===== src/include/cutoff_pkg.sv =====
package cutoff_pkg;

    // Default rate of sys_clk in Hz.
    localparam int CLK_HZ = 10000000;
    // Time figures, each in its printed unit, then the counter widths.
    localparam int DROP_MS = 1;
    localparam int GAP_MS = 10;
    localparam int SKEW_MS = 120;
    localparam int SKEW_MAX_MS = 240;
    localparam int BLOCK_MS = 50;
    localparam int OFF_S = 2;
    localparam int CNT_W = 24;
    localparam int TRAIN_W = 4;
    // Short drop-outs tolerated back to back before cutoff.
    localparam logic [TRAIN_W-1:0] TRAIN_LIMIT = 4'h3;

    typedef enum logic [1:0] {
        ST_CUTOFF = 2'b00,
        ST_STANDBY = 2'b01,
        ST_FAULT = 2'b10
    } mon_state_type;

endpackage


===== src/hdl/cutoff_channel.sv =====
`timescale 1ns/1ns
// One input channel: synchroniser, test-pulse filter, drop-out train check.
module cutoff_channel
    import cutoff_pkg::*;
#(
    parameter logic [CNT_W-1:0] DROP_CYC = 24'h1,
    parameter logic [CNT_W-1:0] GAP_CYC = 24'h1
) (
    input wire logic sys_clk,
    input wire logic rst,
    input wire logic pos,
    input wire logic neg,
    output logic powered,
    output logic demand,
    output logic sensed
);

    typedef struct packed {
        logic [1:0] sync;
        logic [CNT_W-1:0] low_cnt;
        logic [CNT_W-1:0] gap_cnt;
        logic [TRAIN_W-1:0] train;
        logic demand;
    } chan_state_type;

    chan_state_type s_q;
    chan_state_type s_d;
    logic raw_ok;

    // Reversed polarity or a missing voltage both read as unpowered.
    assign raw_ok = pos & ~neg;

    always_comb begin
        s_d = s_q;
        s_d.sync = {s_q.sync[0], raw_ok};
        if (!s_q.sync[1]) begin
            if (s_q.low_cnt != DROP_CYC) begin
                s_d.low_cnt = s_q.low_cnt + 24'h1;
            end
            if (s_q.low_cnt == DROP_CYC) begin
                s_d.demand = 1'b1;
            end
            if (s_q.low_cnt == '0) begin
                if (s_q.gap_cnt != GAP_CYC) begin
                    s_d.train = s_q.train + 4'h1;
                end else begin
                    s_d.train = '0;
                end
            end
            s_d.gap_cnt = '0;
        end else begin
            s_d.low_cnt = '0;
            if (s_q.gap_cnt != GAP_CYC) begin
                s_d.gap_cnt = s_q.gap_cnt + 24'h1;
            end
            if (s_q.train > TRAIN_LIMIT) begin
                s_d.demand = 1'b1;
                s_d.train = '0;
            end else if (s_q.gap_cnt == GAP_CYC) begin
                s_d.demand = 1'b0;
            end
        end
    end

    always_ff @(posedge sys_clk) begin
        if (rst) begin
            s_q <= '{sync: 2'h0, low_cnt: '0, gap_cnt: '0, train: '0,
                     demand: 1'b1};
        end else begin
            s_q <= s_d;
        end
    end

    assign powered = ~s_q.demand;
    assign demand = s_q.demand;
    assign sensed = s_q.sync[1];

endmodule


===== src/hdl/torque_cutoff_monitor.sv =====
`timescale 1ns/1ns
module torque_cutoff_monitor
    import cutoff_pkg::*;
#(
    parameter int CLK_FREQ_HZ = CLK_HZ,
    parameter int GATE_W = 6,
    parameter logic [CNT_W-1:0] SKEW_CYC =
        CNT_W'((longint'(CLK_FREQ_HZ) * (SKEW_MS + SKEW_MAX_MS) / 2) / 1000),
    parameter logic [CNT_W-1:0] BOOT_CYC =
        CNT_W'(longint'(CLK_FREQ_HZ) * BLOCK_MS / 1000)
) (
    input wire logic sys_clk,
    input wire logic rst,
    input wire logic cutoff_ch1_pos,
    input wire logic cutoff_ch1_neg,
    input wire logic cutoff_ch2_pos,
    input wire logic cutoff_ch2_neg,
    input wire logic gate_supply_ok,
    input wire logic drive_enabled,
    input wire logic error_clear,
    input wire logic motion_cmd,
    input wire logic [GATE_W-1:0] pwm_in,
    output logic [GATE_W-1:0] pwm_out,
    output logic fault_relay_a,
    output logic fault_relay_b,
    output logic torque_cutoff,
    output logic drive_error,
    output logic fault_latched,
    output logic ch1_sensed,
    output logic ch2_sensed,
    output logic ch1_demand,
    output logic ch2_demand,
    output logic motion_run
);

    // Filter limits: drop-outs strictly over 1 ms trip, a gap of 10 ms
    // rearms the filter.
    localparam logic [CNT_W-1:0] DROP_CYC =
        CNT_W'(longint'(CLK_FREQ_HZ) * DROP_MS / 1000 + 1);
    localparam logic [CNT_W-1:0] GAP_CYC =
        CNT_W'(longint'(CLK_FREQ_HZ) * GAP_MS / 1000);

    typedef struct packed {
        mon_state_type st;
        logic [CNT_W-1:0] skew_cnt;
        logic [CNT_W-1:0] boot_cnt;
        logic booted;
        logic err;
        logic fault;
        logic run;
        logic [GATE_W-1:0] pwm;
        logic [1:0] en_sync;
        logic [1:0] clr_sync;
        logic [1:0] sup_sync;
        logic [1:0] mot_sync;
        logic mot_prev;
    } mon_reg_type;

    mon_reg_type s_q;
    mon_reg_type s_d;
    logic c1_dem;
    logic c2_dem;
    logic c1_sen;
    logic c2_sen;
    logic c1_pow;
    logic c2_pow;
    logic any_dem;
    logic mismatch;

    cutoff_channel #(
        .DROP_CYC(DROP_CYC),
        .GAP_CYC(GAP_CYC)
    ) u_ch1 (
        .sys_clk(sys_clk),
        .rst(rst),
        .pos(cutoff_ch1_pos),
        .neg(cutoff_ch1_neg),
        .powered(c1_pow),
        .demand(c1_dem),
        .sensed(c1_sen)
    );

    cutoff_channel #(
        .DROP_CYC(DROP_CYC),
        .GAP_CYC(GAP_CYC)
    ) u_ch2 (
        .sys_clk(sys_clk),
        .rst(rst),
        .pos(cutoff_ch2_pos),
        .neg(cutoff_ch2_neg),
        .powered(c2_pow),
        .demand(c2_dem),
        .sensed(c2_sen)
    );

    assign any_dem = c1_dem | c2_dem;
    assign mismatch = c1_pow ^ c2_pow;

    always_comb begin
        s_d = s_q;
        s_d.en_sync = {s_q.en_sync[0], drive_enabled};
        s_d.clr_sync = {s_q.clr_sync[0], error_clear};
        s_d.sup_sync = {s_q.sup_sync[0], gate_supply_ok};
        s_d.mot_sync = {s_q.mot_sync[0], motion_cmd};

        // Disagreement timer; the midpoint of 120 and 240 ms trips it.
        if (mismatch) begin
            if (s_q.skew_cnt != SKEW_CYC) begin
                s_d.skew_cnt = s_q.skew_cnt + 24'h1;
            end
        end else begin
            s_d.skew_cnt = '0;
        end

        // Start-up window; cutoff is held until boot_cnt reaches BOOT_CYC.
        if (!s_q.booted) begin
            s_d.boot_cnt = s_q.boot_cnt + 24'h1;
            if (s_q.boot_cnt == BOOT_CYC) begin
                s_d.booted = 1'b1;
            end
        end

        // Fault latch; only reset, i.e. a power cycle, clears it.
        if ((mismatch && s_q.skew_cnt == SKEW_CYC) || !s_q.sup_sync[1]) begin
            s_d.fault = 1'b1;
        end

        // A clear is taken once the drive is disabled, or once both inputs
        // are repowered with the drive still enabled.
        if (s_q.clr_sync[1] && (!any_dem || !s_q.en_sync[1])) begin
            s_d.err = 1'b0;
        end

        case (s_q.st)
            ST_STANDBY: begin
                if (s_d.fault) begin
                    s_d.st = ST_FAULT;
                end else if (any_dem) begin
                    s_d.st = ST_CUTOFF;
                    if (s_q.en_sync[1]) begin
                        s_d.err = 1'b1;
                    end
                end
            end
            ST_CUTOFF: begin
                if (s_d.fault) begin
                    s_d.st = ST_FAULT;
                end else if (!any_dem && !s_q.err && s_q.booted) begin
                    s_d.st = ST_STANDBY;
                end
            end
            ST_FAULT: begin
                s_d.st = ST_FAULT;
            end
            default: begin
                s_d.st = ST_FAULT;
            end
        endcase

        // Motion resumes only on a fresh command after leaving cutoff; a
        // command held through the cutoff does not restart the motor.
        s_d.mot_prev = s_q.mot_sync[1];
        if (s_q.st != ST_STANDBY) begin
            s_d.run = 1'b0;
        end else if (s_q.mot_sync[1] && !s_q.mot_prev) begin
            s_d.run = 1'b1;
        end
        if (!s_q.mot_sync[1]) begin
            s_d.run = 1'b0;
        end

        // Gates are forced low whenever not in standby.
        if (s_d.st == ST_STANDBY) begin
            s_d.pwm = pwm_in;
        end else begin
            s_d.pwm = '0;
        end
    end

    always_ff @(posedge sys_clk) begin
        if (rst) begin
            s_q.st <= ST_CUTOFF;
            s_q.skew_cnt <= '0;
            s_q.boot_cnt <= '0;
            s_q.booted <= 1'b0;
            s_q.err <= 1'b0;
            s_q.fault <= 1'b0;
            s_q.run <= 1'b0;
            s_q.pwm <= '0;
            s_q.en_sync <= 2'h0;
            s_q.clr_sync <= 2'h0;
            s_q.sup_sync <= 2'h3;
            s_q.mot_sync <= 2'h0;
            s_q.mot_prev <= 1'b0;
        end else begin
            s_q <= s_d;
        end
    end

    assign pwm_out = s_q.pwm;
    // Relay closed (high on both contacts) while healthy.
    assign fault_relay_a = ~s_q.fault;
    assign fault_relay_b = ~s_q.fault;
    assign torque_cutoff = (s_q.st != ST_STANDBY);
    assign drive_error = s_q.err;
    assign fault_latched = s_q.fault;
    assign ch1_sensed = c1_sen;
    assign ch2_sensed = c2_sen;
    assign ch1_demand = c1_dem;
    assign ch2_demand = c2_dem;
    assign motion_run = s_q.run;

endmodule


===== config.mk =====
export PLATFORM = sky130hd
export DESIGN_NAME = torque_cutoff_monitor
export DESIGN_NICKNAME = d
export VERILOG_FILES = /design/src/include/cutoff_pkg.sv /design/src/hdl/cutoff_channel.sv /design/src/hdl/torque_cutoff_monitor.sv
export SDC_FILE = /design/constraint.sdc
export NUM_CORES = 1
export LEC_CHECK = 0
export ABC_AREA = 1
export BUFFER_PORTS_ARGS = -buffer_cell sky130_fd_sc_hd__buf_2
export CAP_MARGIN = 25
export CELL_PAD_IN_SITES_DETAIL_PLACEMENT = 0
export CELL_PAD_IN_SITES_GLOBAL_PLACEMENT = 1
export CORE_MARGIN = 5
export CORE_UTILIZATION = 40
export DETAILED_ROUTE_END_ITERATION = 8
export HOLD_SLACK_MARGIN = 0.06
export PLACE_DENSITY_LB_ADDON = 0.1
export SLEW_MARGIN = 15
export SYNTH_ARGS = -nofsm -noshare
export SYNTH_HDL_FRONTEND = slang
export SYNTH_HIERARCHICAL = 1
export SYNTH_SLANG_ARGS = --single-unit
export TNS_END_PERCENT = 100

===== constraint.sdc =====
create_clock -name sys_clk -period 1.6 [get_ports sys_clk]
set_clock_uncertainty 0.1 [all_clocks]
set_input_delay 0.16 -clock sys_clk [delete_from_list [all_inputs] [get_ports sys_clk]]
set_output_delay 0.16 -clock sys_clk [all_outputs]
set_load 0.02 [all_outputs]

; ---- Word-level counts from Yosys, hierarchy flattened
; Cells that the tools add are included.
[op_classes]
n_reduce_logical = 30
n_bitwise = 14
n_addsub = 8
n_mux = 27
eq_ne = 18
magnitude_cmp = 2
[op_table]
columns = cell, n
row1 = adder 24 x 1 -> 24 bit (second input constant), 6
row2 = equality test 24 x 14 -> 1 bit (second input constant), 2
row3 = equality test 24 x 17 -> 1 bit (second input constant), 2
row4 = logical NOT 24 bit, 2
row5 = != test 24 x 14 -> 1 bit (second input constant), 2
row6 = != test 24 x 17 -> 1 bit (second input constant), 2
row7 = equality test 24 x 19 -> 1 bit (second input constant), 1
row8 = equality test 24 x 21 -> 1 bit (second input constant), 1
row9 = two-way mux 4 bit, 6
row10 = != test 24 x 21 -> 1 bit (second input constant), 1
row11 = two-way mux 1 bit, 14
row12 = OR reduction 2 bit, 6
row13 = two-way mux 5 bit, 2
row14 = NOT 1 bit, 10
row15 = adder 4 x 1 -> 4 bit (second input constant), 2
row16 = greater-than comparator 4 x 2 -> 1 bit (second input constant), 2
row17 = two-way mux 2 bit, 4
row18 = AND reduction 2 bit, 4
row19 = nonzero test 2 bit, 4
row20 = != test 3 bit (second input constant), 2
row21 = logical AND 1 bit, 5
row22 = logical NOT 1 bit, 5
row23 = equality test 2 x 1 -> 1 bit (second input constant), 2
row24 = != test 2 bit (second input constant), 2
row25 = other kinds (8), 10
[word_totals]
register_bits = 179
output_inout_bits = 16
in_bits = 16
word_cells = 122

; ---- Logic depth before layout (Yosys ltp)
[logic_depth]
ltp_word = 10
ltp_mapped = 10
ltp_nobuf = 10

; ---- Hierarchy
; Netlist, hierarchy kept.
[by_module_without_submodules]
columns = mod, seq_area_each_um2, n_inst, area_each_um2, cells_each
row1 = cutoff_channel, 1101.1, 2, 2798.9, 424
row2 = torque_cutoff_monitor, 1381.3, 1, 3269.4, 472

; ---- Least setup slack after synthesis
; No wires, ideal clock.
[synth_path]
kind = register -> register
startpoint = register u_ch1/s_q[5] in the netlist's numbering
endpoint = register u_ch1/s_q[25] in the netlist's numbering
required_time_ps = 1387
setup_time_ps = 113
period_less_slack_ps = 1558
path_buffers = 0
setup_slack_ps = 42
stages_incl_launch_ff = 11
arrival_ps = 1345
path_cell_list = dfxtp_1 ha_1 nand2_1 inv_1 nand3_1 nor2_2 nand2_1 nor3_1 nand2_1 nand2_1 nor2_1
[synth_via]
elab_chain_cells = 1
word_cells_on_any_way = 2
classes_between = 1 x add/sub / 1 x eq/ne
[synth_rtl]
columns = element, line_no
row1 = from (decl), cutoff_channel.sv:26  ; chan_state_type s_q;
row2 = from (signal assigned), cutoff_channel.sv:67  ; s_q <= '{sync: 2'h0, low_cnt: '0, gap_cnt: '0, train: '0,
row3 = adder 24 x 1 -> 24 bit / != test 24 x 17 -> 1 bit (equally long branches), "cutoff_channel.sv:54, cutoff_channel.sv:53"
; Parallel ways exist; a longest one is shown, timed or not.
; A chain may end at the register's enable or synchronous reset.

==> run metrics <==
CTS Buf Count=17; Skew-Pair Late Insertion Delay=around 0.43 ns; CTS tree=yes; number of synthesized register bits=between 150 and 200; Post-Syn Area per Cell=around 6.7 um2; R2R setup slack=~0.035 ns; Highest Clock Rate=639 MHz; Critical Path Sink=s_q[63]; top-area cell type share of the netlist area=40.4%; P&R area growth vs syn=29.8%; post-route clock period utilization=a little over nine tenths; leakage power=around 4.8 nW; most common cell after layout, fill and taps aside=nand2_1; GP Congestion=0.791; number of global-route vias before repair=a little under 8k; slowest cell delay on critical path=roughly 0.37 ns; CP Cell Sequence=ha_4 -> nand3_4 -> nor3_4 -> nand2_2 -> nor2_4 -> nand2_1 -> nand2_1 -> inv_1 -> nor2_1; Initial Util=40.6%; status=finished clean; first-pass GRT wire length=35.8 mm; total grt overflow=0; launch point of the worst reg-to-reg path=s_q[44]; Port Buf Inserts=31; detailed placer's ending HPWL=~15 mm; gr usage total=16.4%; WL/cell=11.8 um; R2R cell count=9; Final WS setup=between 0.03 and 0.04 ns; Pwr per Cell Area=roughly 850 nW/um2; DIE HEIGHT=approximately 160 um; Final Hold Viols=0; first-iteration detailed-routing DRC count=roughly 390; max_cap viols=0; Synth Warn #=6; worst path required time=1.87 ns; root buf cell=clkbuf_16; Post-synth EDFFs=0; Die ar.=25200 um2; CTS H-tree lvls=4; CTS max path bufs=2; Synth Cell Area=slightly below 9000 um2; Clock transition at path regs=approximately 0.07 ns; Cells after Synth=~1.3k; Slew HR=about 69%; Final min period=between 1.5 and 2 ns; HP Class=flop to flop; most frequent cells in the layout=nand2_1 (268), nor2_1 (208), inv_1 (177); CP Capture Type=flop; CORE AREA=about 22000 um2; CP arrival=around 1.8 ns; I/O pins=32; Nets=1517; VDD IR max=0.561 mV; Synth area leader=dfxtp_1; highest-delay cell along the critical path=dfxtp_4; Synth area leaders=dfxtp_1 (40%), nand2_1 (12%), nor2_1 (9.8%), inv_1 (7.7%), a21oi_1 (5.9%); RSZ-0062 raised after global routing=yes; FP Rows=54; largest net degree at the start of global routing=22; ant diodes=0; pre-CTS WS=-0.107 ns; Worst path most repeated cell=nand2_1; Routed Antenna Nets=0; Routed Wire Length=~21 mm; Max Slew Vio Count=0; kind of critical path=flop to flop; fillcell total=between 2k and 2.5k; Via density=4.72; crit path from=s_q[44]; initial antenna violation count=0; design area=around 12000 um2; CP Launch Type=flop; Max Fanout on Critical Path=5; Cell variety after synth=37; DRC viols=0; dpl cell area=~10000 um2; r2r endpoint=s_q[63]; Seq/Total Area, Yosys=about two fifths; Vias=8399; # setup viols final=0; clk sinks=roughly 180; Pre-antenna DRT Iters=5; Worst-Margin Slew=0.465 ns; top_reg_cell synth=dfxtp_1; layout cells sized above 1=about 22%; Post-synth ARST share=0%; Net Count, Synth=around 1.4k; Horiz. Die Dim=159 um
-- worst max-delay path: cells and delay by family, from the launching register on --
family	cells	cell delay [ns]
simple gates	7	0.85
flops	1	0.37
fa+ha+maj	1	0.15
buf+inv	1	0.04
-- layer usage --
layer  vias to the layer above  share of wire (%)  global-route usage (%)
li1                       4550                  -                       -
met1                      3775                 48                    21.5
met2                        59                 49                    28.1
met3                        15                2.4                    3.06
met4                         0               0.67                    3.88
met5                         -                  0                       0
-- power breakdown --
part / switching [mW] / internal (mW)
Clock: 1.87 / 2.97
Sequential: 0.0510 / 4.50
Combinational: 0.219 / 0.169
-- registers in the layout (all words and copies together) (netlist names) --
name           count
drive_error        1
fault_latched      1
motion_run         1
pwm_out            6
s_d                5
s_q               55
u_ch1/demand       1
u_ch1/s_d          1
u_ch1/s_q         52
u_ch1/sensed       1
u_ch2/demand       1
u_ch2/s_d          1
u_ch2/s_q         52
u_ch2/sensed       1
-- through the flow --
stage / utilization (%) / total power [mW] / hold WS, ns / instances / setup TNS, ns
6_report: 52.8 / 9.78 / 0.309 / 1778 / 0
5_1_grt: 52.8 / 10.2 / 0.337 / 1778 / -0.673
4_1_cts: 50.4 / 9.93 / 0.316 / 1768 / -0.0475
3_5_place_dp: 46.3 / 5.01 / 0.222 / 1719 / -0.656
3_3_place_gp: 46.3 / 5.00 / 0.217 / 1719 / -0.318
2_1_floorplan: - / 4.89 / 0.129 / 1320 / 0
-- cell families (layout without fill, tap and decap cells) --
| logic type | count (synthesis) | in the layout | synth area share, % |
|---|---|---|---|
| AO/OA/AOI/OAI | 205 | 205 | 12.0 |
| XOR/XNOR | 13 | 13 | 1.28 |
| adder cells (fa/ha/maj) | 16 | 16 | 2.26 |
| buffers and inverters | 209 | 387 | 9.20 |
| flip-flops | 179 | 179 | 40.4 |
| AND/OR/NAND/NOR | 698 | 698 | 34.8 |
-- how the worst min path moves through the flow --
stage,from,endpoint,slack (ns),cells after the start
2_1_floorplan,rst,u_ch1/s_q[4],0.13,1
3_3_place_gp,cutoff_ch2_neg,u_ch2/s_d[54],0.22,2
3_5_place_dp,cutoff_ch1_neg,u_ch1/s_d[54],0.22,2
4_1_cts,s_d[2],s_d[0],0.32,2
5_1_grt,u_ch2/s_d[54],u_ch2/sensed,0.34,2
6_report,s_d[2],s_d[0],0.31,2
-- synthesized netlist by cell type (2+ instances only) --
cell,count
a211oi_1,6
a21oi_1,104
a31oi_1,5
buf_1,3
buf_4,8
clkbuf_1,9
dfxtp_1,179
ha_1,16
inv_1,183
inv_2,5
nand2_1,280
nand2_2,8
nand3_1,57
nand3_2,6
nand3_4,2
nand3b_1,3
nand4_1,32
nor2_1,232
nor2_2,13
nor2_4,2
nor3_1,39
nor3_4,4
nor3b_1,6
nor3b_2,2
nor4_1,2
o21a_1,6
o21ai_0,73
o21ai_1,10
or2_0,4
or2_2,3
xnor2_1,4
xor2_1,9
-- layout make-up --
| type | count | area [um2] | share of cell area (%) |
|---|---|---|---|
| clock buffers | 19 | 433 | 3.76 |
| clock inverters | 13 | 245 | 2.13 |
| inverters | 188 | 706 | 6.13 |
| multi-input cells | 932 | 4900 | 42.6 |
| flip-flops and latches | 179 | 3640 | 31.6 |
| well taps | 280 | 350 | 3.04 |
| repair buffers | 167 | 1240 | 10.7 |
-- what timing repair did --
item,4_1_cts,5_1_grt
endpoints found under the hold margin,15,0
buffers inserted,2,10
setup endpoints to repair,27,99
gates resized for setup,18,133
hold buffers,15,0
pin swaps,4,44
Note: power is estimated with default switching activity, not from simulation.
